<file path="config.mk">
export PLATFORM = sky130hd
export DESIGN_NAME = lglc_top
export DESIGN_NICKNAME = d
export VERILOG_FILES = /design/src/verilog/lglc_los_detect.v /design/src/verilog/lglc_clock_synth.v /design/src/verilog/lglc_top.v
export VERILOG_INCLUDE_DIRS = /design/src /design/src/verilog
export SDC_FILE = /design/constraint.sdc
export NUM_CORES = 1
export LEC_CHECK = 0
export BUFFER_PORTS_ARGS = -buffer_cell sky130_fd_sc_hd__buf_4
export CORE_MARGIN = 8
export CORE_UTILIZATION = 31
export CTS_CLUSTER_DIAMETER = 120
export CTS_CLUSTER_SIZE = 10
export DETAILED_ROUTE_END_ITERATION = 8
export MAX_ROUTING_LAYER = met4
export PLACE_DENSITY = 0.57
export SLEW_MARGIN = 15
export SYNTH_ARGS = -nofsm -noshare
export SYNTH_HDL_FRONTEND = slang
export SYNTH_SLANG_ARGS = --single-unit
</file>
<file path="constraint.sdc">
create_clock -name clk -period 5.7 [get_ports clk]
set_input_delay 1.425 -clock clk [delete_from_list [all_inputs] [get_ports clk]]
set_output_delay 1.425 -clock clk [all_outputs]
set_load 0.02 [all_outputs]
</file>
<file path="src/verilog/lglc_regs.vh">
// Register map, field positions, reset values and timing counts of the line global config block
`ifndef LGLC_REGS_VH
`define LGLC_REGS_VH

// Register indices; the byte address is four times the index
`define LGLC_IDX_CTRL_ONE 16'h0fe2
`define LGLC_IDX_CTRL_TWO 16'h0fe3
`define LGLC_IDX_CTRL_THREE 16'h0fe4
`define LGLC_IDX_STATUS 16'h0fe6
`define LGLC_ADDR_W 16

// Control one fields
`define LGLC_GAUGE_LSB 4
`define LGLC_MUTE_BIT 2
`define LGLC_EXTENDED_LOS_THRESHOLD_BIT 1
`define LGLC_ICT_BIT 0
`define LGLC_CTRL_ONE_MASK 8'h37
`define LGLC_CTRL_ONE_RST 8'h00

// Control two fields
`define LGLC_TERM_SRC_BIT 6
`define LGLC_CTRL_TWO_MASK 8'h40
`define LGLC_CTRL_TWO_RST 8'h00

// Control three fields
`define LGLC_T1_RATE_LSB 6
`define LGLC_E1_RATE_LSB 4
`define LGLC_CTRL_THREE_MASK 8'hf0
`define LGLC_CTRL_THREE_RST 8'h00

// Gauge codes
`define LGLC_GAUGE_22_24 2'h0
`define LGLC_GAUGE_22 2'h1
`define LGLC_GAUGE_24 2'h2
`define LGLC_GAUGE_26 2'h3

// Loss-of-signal zero run lengths
`define LGLC_LOS_ZEROS_STD 13'h00af
`define LGLC_LOS_ZEROS_EXT 13'h1000

// Phase increments for a 250 MHz clock: rate * 2^32 / 250 MHz
`define LGLC_INC_T1_1544 32'h0194_c016
`define LGLC_INC_T1_3088 32'h0329_802c
`define LGLC_INC_T1_6176 32'h0653_0058
`define LGLC_INC_T1_12352 32'h0ca6_00b0
`define LGLC_INC_E1_2048 32'h0218_def4
`define LGLC_INC_E1_4096 32'h0431_bde8
`define LGLC_INC_E1_8192 32'h0863_7bd0
`define LGLC_INC_E1_16384 32'h10c6_f7a0

// AXI responses
`define LGLC_RESP_OKAY 2'h0
`define LGLC_RESP_SLVERR 2'h2

`endif

</file>
<file path="src/verilog/lglc_los_detect.v">
// Consecutive-zero loss-of-signal detector for one receive channel
`timescale 1ns/100ps
`include "lglc_regs.vh"

module lglc_los_detect (
    // Clock and reset
    input wire clk,
    input wire sys_rst,
    // Receive line bits
    input wire bit_valid,
    input wire bit_in,
    // Threshold select
    input wire extended_los_threshold,
    // Detector state
    output reg recv_loss_of_signal
);

reg [12:0] zero_run;
wire [12:0] limit;
wire [12:0] next_run;

// threshold select
assign limit = extended_los_threshold ? `LGLC_LOS_ZEROS_EXT : `LGLC_LOS_ZEROS_STD;
assign next_run = (zero_run < limit) ? zero_run + 13'h0001 : zero_run;

always @(posedge clk) begin
    if (sys_rst) begin
        zero_run <= 13'h0000;
        recv_loss_of_signal <= 1'b0;
    end else if (bit_valid) begin
        if (bit_in) begin
            zero_run <= 13'h0000;
            recv_loss_of_signal <= 1'b0;
        end else begin
            zero_run <= next_run;
            // declare on count
            recv_loss_of_signal <= (next_run >= limit);
        end
    end else begin
        recv_loss_of_signal <= recv_loss_of_signal | (zero_run >= limit);
    end
end

endmodule // lglc_los_detect

</file>
<file path="src/verilog/lglc_clock_synth.v">
// Phase-accumulator clock synthesiser for a programmable master clock output
`timescale 1ns/100ps

module lglc_clock_synth (
    // Clock and reset
    input wire clk,
    input wire sys_rst,
    // Phase step per system clock
    input wire [31:0] phase_inc,
    // Synthesised clock
    output reg clock_out
);

reg [31:0] phase_acc;

always @(posedge clk) begin
    if (sys_rst) begin
        phase_acc <= 32'h0000_0000;
        clock_out <= 1'b0;
    end else begin
        phase_acc <= phase_acc + phase_inc;
        clock_out <= phase_acc[31];
    end
end

endmodule // lglc_clock_synth

</file>
<file path="src/verilog/lglc_top.v">
// Line interface global configuration registers with AXI4-Lite access
//
// Contract
// The two-bit gauge field in bits 5:4 selects the line wire size, 00 by default.
// With muting on, recovered data toward the framer is forced low while loss of signal holds.
// The recovered receive clock keeps running while data is muted.
// With extended loss of signal on, loss is declared after 4096 consecutive zeros.
// With extended loss of signal off, loss is declared after 175 consecutive zeros.
// The in-circuit-test bit tristates every output pin of all channels, cleared by default.
// The termination source bit picks register bit (0) or hardware pin (1), 0 by default.
// Bits 7:6 set the T1 master clock to 1.544, 3.088, 6.176 or 12.352 MHz.
// Bits 5:4 set the E1 master clock to 2.048, 4.096, 8.192 or 16.384 MHz.
// Software writes zero to the top termination bit and reserved bits, which read as zero.
`timescale 1ns/100ps
`include "lglc_regs.vh"

module lglc_top (
    // Clock and reset
    input wire clk,
    input wire sys_rst,
    // AXI4-Lite write address
    input wire [15:0] s_axi_awaddr,
    input wire [2:0] s_axi_awprot,
    input wire s_axi_awvalid,
    output reg s_axi_awready,
    // AXI4-Lite write data
    input wire [31:0] s_axi_wdata,
    input wire [3:0] s_axi_wstrb,
    input wire s_axi_wvalid,
    output reg s_axi_wready,
    // AXI4-Lite write response
    output reg [1:0] s_axi_bresp,
    output reg s_axi_bvalid,
    input wire s_axi_bready,
    // AXI4-Lite read address
    input wire [15:0] s_axi_araddr,
    input wire [2:0] s_axi_arprot,
    input wire s_axi_arvalid,
    output reg s_axi_arready,
    // AXI4-Lite read data
    output reg [31:0] s_axi_rdata,
    output reg [1:0] s_axi_rresp,
    output reg s_axi_rvalid,
    input wire s_axi_rready,
    // Receive line bits per channel
    input wire [1:0] rx_line_bit,
    input wire [1:0] rx_line_bit_valid,
    input wire [1:0] rx_recovered_clock,
    // Termination selection sources
    input wire [1:0] recv_termination_choice,
    input wire recv_termination_pin,
    // Toward the framer
    output reg [1:0] rx_data_to_framer,
    output reg [1:0] rx_clock_to_framer,
    output reg [1:0] recv_loss_of_signal,
    // Line configuration
    output reg [1:0] line_gauge_sel,
    output reg [1:0] recv_termination_sel,
    // Master clock outputs
    output reg t1_master_clock_out,
    output reg e1_master_clock_out,
    // Output enable for every device pin
    output reg pin_output_enable
);

// Address decode shared by both paths
localparam [2:0] SEL_NONE = 3'd0;
localparam [2:0] SEL_ONE = 3'd1;
localparam [2:0] SEL_TWO = 3'd2;
localparam [2:0] SEL_THREE = 3'd3;
localparam [2:0] SEL_STATUS = 3'd4;

function [2:0] decode_addr;
    input [15:0] addr;
    begin
        if (addr[1:0] != 2'b00) begin
            decode_addr = SEL_NONE;
        end else begin
            case ({2'b00, addr[15:2]})
                `LGLC_IDX_CTRL_ONE: decode_addr = SEL_ONE;
                `LGLC_IDX_CTRL_TWO: decode_addr = SEL_TWO;
                `LGLC_IDX_CTRL_THREE: decode_addr = SEL_THREE;
                `LGLC_IDX_STATUS: decode_addr = SEL_STATUS;
                default: decode_addr = SEL_NONE;
            endcase
        end
    end
endfunction

// Register contents
reg [7:0] line_global_control_one;
reg [7:0] line_global_control_two;
reg [7:0] line_global_control_three;

// Write path state
reg aw_held;
reg w_held;
reg [15:0] aw_addr_q;
reg [7:0] w_byte_q;
reg w_lane_q;
reg next_aw_held;
reg next_w_held;
reg next_bvalid;
reg do_write;
reg [15:0] wr_addr;
reg [7:0] wr_byte;
reg wr_lane;
reg [2:0] wr_sel;

wire aw_hs;
wire w_hs;
wire b_hs;
wire ar_hs;
wire r_hs;

assign aw_hs = s_axi_awvalid & s_axi_awready;
assign w_hs = s_axi_wvalid & s_axi_wready;
assign b_hs = s_axi_bvalid & s_axi_bready;
assign ar_hs = s_axi_arvalid & s_axi_arready;
assign r_hs = s_axi_rvalid & s_axi_rready;

// Configuration fields
wire mute_enable;
wire extended_los_threshold;
wire incircuit_test_tristate;
wire recv_termination_source;
wire [1:0] t1_master_clock_rate_sel;
wire [1:0] e1_master_clock_rate_sel;

assign mute_enable = line_global_control_one[`LGLC_MUTE_BIT];
assign extended_los_threshold = line_global_control_one[`LGLC_EXTENDED_LOS_THRESHOLD_BIT];
assign incircuit_test_tristate = line_global_control_one[`LGLC_ICT_BIT];
assign recv_termination_source = line_global_control_two[`LGLC_TERM_SRC_BIT];
assign t1_master_clock_rate_sel = line_global_control_three[`LGLC_T1_RATE_LSB +: 2];
assign e1_master_clock_rate_sel = line_global_control_three[`LGLC_E1_RATE_LSB +: 2];

// Write channel combining: address and data may arrive in either order
always @* begin
    wr_addr = aw_hs ? s_axi_awaddr : aw_addr_q;
    wr_byte = w_hs ? s_axi_wdata[7:0] : w_byte_q;
    wr_lane = w_hs ? s_axi_wstrb[0] : w_lane_q;
    wr_sel = decode_addr(wr_addr);
    do_write = (aw_held | aw_hs) & (w_held | w_hs);
    next_aw_held = (aw_held | aw_hs) & ~do_write;
    next_w_held = (w_held | w_hs) & ~do_write;
    next_bvalid = do_write | (s_axi_bvalid & ~s_axi_bready);
end

always @(posedge clk) begin
    if (sys_rst) begin
        aw_held <= 1'b0;
        w_held <= 1'b0;
        aw_addr_q <= 16'h0000;
        w_byte_q <= 8'h00;
        w_lane_q <= 1'b0;
        s_axi_awready <= 1'b0;
        s_axi_wready <= 1'b0;
        s_axi_bvalid <= 1'b0;
        s_axi_bresp <= `LGLC_RESP_OKAY;
    end else begin
        aw_held <= next_aw_held;
        w_held <= next_w_held;
        if (aw_hs) begin
            aw_addr_q <= s_axi_awaddr;
        end
        if (w_hs) begin
            w_byte_q <= s_axi_wdata[7:0];
            w_lane_q <= s_axi_wstrb[0];
        end
        s_axi_awready <= ~next_aw_held & ~next_bvalid;
        s_axi_wready <= ~next_w_held & ~next_bvalid;
        s_axi_bvalid <= next_bvalid;
        if (do_write) begin
            s_axi_bresp <= (wr_sel == SEL_NONE) ? `LGLC_RESP_SLVERR : `LGLC_RESP_OKAY;
        end else if (b_hs) begin
            s_axi_bresp <= `LGLC_RESP_OKAY;
        end
    end
end

// Register storage; undefined bits are never stored
always @(posedge clk) begin
    if (sys_rst) begin
        // defaults
        line_global_control_one <= `LGLC_CTRL_ONE_RST;
        line_global_control_two <= `LGLC_CTRL_TWO_RST;
        line_global_control_three <= `LGLC_CTRL_THREE_RST;
    end else if (do_write && wr_lane) begin
        case (wr_sel)
            SEL_ONE: begin
                line_global_control_one <= wr_byte & `LGLC_CTRL_ONE_MASK;
            end
            // forced bit dropped
            SEL_TWO: begin
                line_global_control_two <= wr_byte & `LGLC_CTRL_TWO_MASK;
            end
            SEL_THREE: begin
                line_global_control_three <= wr_byte & `LGLC_CTRL_THREE_MASK;
            end
            default: begin
                line_global_control_one <= line_global_control_one;
            end
        endcase
    end
end

// Read channel
reg [31:0] read_word;
reg [2:0] rd_sel;

always @* begin
    rd_sel = decode_addr(s_axi_araddr);
    // reserved read zero
    case (rd_sel)
        SEL_ONE: read_word = {24'h00_0000, line_global_control_one};
        SEL_TWO: read_word = {24'h00_0000, line_global_control_two};
        SEL_THREE: read_word = {24'h00_0000, line_global_control_three};
        SEL_STATUS: read_word = {30'h0000_0000, recv_loss_of_signal};
        default: read_word = 32'h0000_0000;
    endcase
end

always @(posedge clk) begin
    if (sys_rst) begin
        s_axi_arready <= 1'b0;
        s_axi_rvalid <= 1'b0;
        s_axi_rdata <= 32'h0000_0000;
        s_axi_rresp <= `LGLC_RESP_OKAY;
    end else if (ar_hs) begin
        s_axi_arready <= 1'b0;
        s_axi_rvalid <= 1'b1;
        s_axi_rdata <= read_word;
        s_axi_rresp <= (rd_sel == SEL_NONE) ? `LGLC_RESP_SLVERR : `LGLC_RESP_OKAY;
    end else if (r_hs) begin
        s_axi_arready <= 1'b1;
        s_axi_rvalid <= 1'b0;
        s_axi_rdata <= 32'h0000_0000;
        s_axi_rresp <= `LGLC_RESP_OKAY;
    end else begin
        s_axi_arready <= ~s_axi_rvalid;
    end
end

// Loss-of-signal detection per channel
wire [1:0] los_now;

lglc_los_detect u_los_ch0 (
    .clk(clk),
    .sys_rst(sys_rst),
    .bit_valid(rx_line_bit_valid[0]),
    .bit_in(rx_line_bit[0]),
    .extended_los_threshold(extended_los_threshold),
    .recv_loss_of_signal(los_now[0])
);

lglc_los_detect u_los_ch1 (
    .clk(clk),
    .sys_rst(sys_rst),
    .bit_valid(rx_line_bit_valid[1]),
    .bit_in(rx_line_bit[1]),
    .extended_los_threshold(extended_los_threshold),
    .recv_loss_of_signal(los_now[1])
);

// Receive path toward the framer
always @(posedge clk) begin
    if (sys_rst) begin
        rx_data_to_framer <= 2'b00;
        rx_clock_to_framer <= 2'b00;
        recv_loss_of_signal <= 2'b00;
    end else begin
        // mute on loss
        rx_data_to_framer <= rx_line_bit & ~({2{mute_enable}} & los_now);
        // clock never muted
        rx_clock_to_framer <= rx_recovered_clock;
        recv_loss_of_signal <= los_now;
    end
end

// Line configuration outputs
always @(posedge clk) begin
    if (sys_rst) begin
        line_gauge_sel <= `LGLC_GAUGE_22_24;
        recv_termination_sel <= 2'b00;
        pin_output_enable <= 1'b0;
    end else begin
        // gauge select
        line_gauge_sel <= line_global_control_one[`LGLC_GAUGE_LSB +: 2];
        // termination source
        recv_termination_sel <= recv_termination_source ?
            {2{recv_termination_pin}} : recv_termination_choice;
        // tristate all pins
        pin_output_enable <= ~incircuit_test_tristate;
    end
end

// Master clock rate tables
function [31:0] t1_phase_step;
    input [1:0] sel;
    begin
        case (sel)
            2'b00: t1_phase_step = `LGLC_INC_T1_1544;
            2'b01: t1_phase_step = `LGLC_INC_T1_3088;
            2'b10: t1_phase_step = `LGLC_INC_T1_6176;
            default: t1_phase_step = `LGLC_INC_T1_12352;
        endcase
    end
endfunction

function [31:0] e1_phase_step;
    input [1:0] sel;
    begin
        case (sel)
            2'b00: e1_phase_step = `LGLC_INC_E1_2048;
            2'b01: e1_phase_step = `LGLC_INC_E1_4096;
            2'b10: e1_phase_step = `LGLC_INC_E1_8192;
            default: e1_phase_step = `LGLC_INC_E1_16384;
        endcase
    end
endfunction

wire t1_synth;
wire e1_synth;

// T1 clock rate
lglc_clock_synth u_t1_clk (
    .clk(clk),
    .sys_rst(sys_rst),
    .phase_inc(t1_phase_step(t1_master_clock_rate_sel)),
    .clock_out(t1_synth)
);

// E1 clock rate
lglc_clock_synth u_e1_clk (
    .clk(clk),
    .sys_rst(sys_rst),
    .phase_inc(e1_phase_step(e1_master_clock_rate_sel)),
    .clock_out(e1_synth)
);

always @(posedge clk) begin
    if (sys_rst) begin
        t1_master_clock_out <= 1'b0;
        e1_master_clock_out <= 1'b0;
    end else begin
        t1_master_clock_out <= t1_synth;
        e1_master_clock_out <= e1_synth;
    end
end

endmodule // lglc_top

</file>
==> metrics.csv <==
metric,value,unit
synth_area_leaders,"dfxtp_1 33%, ha_1 12%, nor2_1 6.0%",
viasPerCell,4.94,
cp_top_family,compound AO/OA/AOI/OAI gates,
hold_violations,0,
fmax,0.234,GHz
period_share,75.0,%
leakage,4.53,nW
antenna_found_initial,0,
criticalPathCategory,flip-flop to flip-flop,
rsz0062_at_grt,no,
cts_resized,0,
synthCells,1116,
clkTransAtPathRegs,70,ps
synth.most_common_cell,dfxtp_1,
die_h,189,um
hold-worst-slack,435,ps
ys_seq_elements,154,
cp.required,5990,ps
grt.met2_usage,21.6,%
portBuffers,82,
nNetsFinal,1361,
synth_fa_ha_area_share,12.1,%
post-route-min-period,4270,ps
synthXorXnorAreaFrac,6.34,%
wire_per_inst,14.4,um
worstSetupEndpointType,flip-flop,
dieWidth,189,um
synthToLayoutAreaGrowth,15.7,%
finClkSkew,8.55,ps
synth-async-reset-ratio,0,%
post_cts_buffers,0,
drtAntennaViolNets,0,
synth_common_cells,"154 x dfxtp_1, 148 x nor2_1, 104 x nand2_1",
io_pins,144,
synth-edff-count,0,
core,29500,um^2
avgSynthCellArea,8.29,um^2
seq_area_frac_synth,33.3,%
dp_hpwl,16.9,mm
cts_tree,done,
seq_area,3080,um^2
fill_cells,3102,
route.detailed.drc,0,
crit_chain,ha_1 > o21ai_0 > a21oi_1 > o31ai_2 > nand2_2 > mux2_2 > ha_1 > a21o_1 > a21o_1 > a21oi_1 > o21ai_0 > a311o_2 > a2111oi_1 > o32ai_1,
finalSetupTns,0,ps
setup_viol,0,
dieArea,35600,um^2
arrival,4560,ps
place.gp.congestion,0.859,
grt_most_used_layer,met2,
cts_root_buf,clkbuf_16,
cts_max_level,4,
num_rows,63,
grt_pass1_vias,7605,
layout-drive-gt1-share,13.0,%
ys.flop_type,dfxtp_1,
cts.path.max_buffers,2,
yosysTopAreaCell,dfxtp_1,
peakVddDrop,151,uV
worst_path_max_delay_cell,dfxtp_1,
slowest_delay,740,ps
multi_input_area,5750,um^2
startpoint_type,flip-flop,
cap_violations,0,
grt_max_degree,78,
gr-total-overflow,0,
grt_util_met3,2.44,%
fin_util,36.3,%
synth_cell_types,81,
grtUsageTotal,13.1,%
cts_hold_buffers,0,
drv_slew,0,
gr-usage-met1,16.1,%
vias,7837,
cts_sinks,154,
status,"complete, no violations",
powerDensity,286,nW/um^2
path_max_fanout,15,
timing.critical_path.buf_inv,0,
numCtsBuffers,17,
clock_latency,430,ps
synthSimpleGateAreaFrac,23.1,%
syn_area,9250,um^2
antennaDiodeCount,0,
hp-class,flip-flop to flip-flop,
yosysTopAreaCellShare,33.3,%
drt_pre_antenna_iters,5,
initial_utilization,31.4,%
ys_warn_count,0,
totalWireLength,22.8,mm
muxShareOfSynthArea,2.26,%
drtIter0Drc,505,
synth_top_family_by_area,simple AND/OR/NAND/NOR gates,
synth-compound-area-share,17.3,%
slew_headroom,40.0,%
grt_pass1_wl,37.7,mm
worstMarginPinSlew,877,ps
[worst register-to-register path, stage by stage (launching register included)]
cell	delay [ps]
dfxtp_1	740
ha_1	370
o21ai_0	200
a21oi_1	80
o31ai_2	390
nand2_2	220
mux2_2	340
ha_1	280
a21o_1	160
a21o_1	170
a21oi_1	140
o21ai_0	110
a311o_2	420
a2111oi_1	390
o32ai_1	140
[worst paths after layout]
path / start / end / slack (ps) / depth (start not counted)
worst min register to register: u_t1_clk.clock_out / t1_master_clock_out / 430 / 1
worst min-delay path: u_t1_clk.clock_out / t1_master_clock_out / 430 / 1
worst max register to register: line_global_control_one[1] / u_los_ch0.recv_loss_of_signal / 1430 / 14
worst max-delay path: line_global_control_one[1] / u_los_ch0.recv_loss_of_signal / 1430 / 14
[where the power goes]
group	leakage [nW]	switching [mW]	internal [mW]	total, mW
Sequential	1.26	0.0391	1.16	1.20
Combinational	2.99	0.371	0.287	0.658
Clock	0.279	0.466	0.731	1.20
Total	4.53	0.876	2.18	3.06
[logic make-up after synthesis]
logic type / count (synthesis)
other: 1
buffers and inverters: 98
AO/OA/AOI/OAI: 252
AND/OR/NAND/NOR: 437
XOR/XNOR: 67
adder cells (fa/ha/maj): 88
flip-flops: 154
multiplexers: 19
[layer usage]
metal  up-vias  wire length [um]
met5         -                 0
met4         0               357
met3        24               736
met2       107             11000
met1      3672             10700
li1       4034                 -
[placed cells by master, fill, tap and decap left out, drive strengths merged, types with 9 or more instances in the layout]
cell / n
xnor2: 32
ha: 86
nand2b: 16
nor2: 148
conb: 27
nand2: 105
inv: 35
a21o: 12
a211oi: 12
dfxtp: 154
xor2: 35
or2: 10
o21ai: 50
a21oi: 91
nand3: 21
clkbuf: 20
nor2b: 35
nor3: 24
mux2: 15
and3: 14
nand4: 18
nor4: 11
o21a: 9
buf: 86
a22oi: 12
[flip-flops by register name, summed over array words and instances (netlist names), 4 cells and up]
| name | cells |
|---|---|
| u_t1_clk.phase_acc | 31 |
| u_e1_clk.phase_acc | 30 |
| s_axi_rdata | 7 |
| aw_addr_q | 16 |
| u_los_ch1.zero_run | 13 |
| w_byte_q | 7 |
| line_global_control_one | 5 |
| u_los_ch0.zero_run | 13 |
| line_global_control_three | 4 |
[per-stage QoR]
step | total power, mW | instance area [um^2] | cells | setup slack [ps]
3_5_place_dp | 1.88 | 10100 | 1554 | 1490
5_1_grt | 3.23 | 10700 | 1585 | 1080
3_3_place_gp | 1.87 | 10100 | 1554 | 1520
6_report | 3.06 | 10700 | 1585 | 1430
4_1_cts | 3.09 | 10700 | 1585 | 1460
2_1_floorplan | 1.74 | 9350 | 1142 | 1760
[layout make-up]
cell class	instances	area share, %
clock buffer	20	4.08
tap	390	4.56
timing repair buffer	86	6.03
multi-input combinational	890	53.7
clock inverter	11	1.60
sequential	154	28.8
inverter	34	1.19
Note: power is estimated with default switching activity, not from simulation.
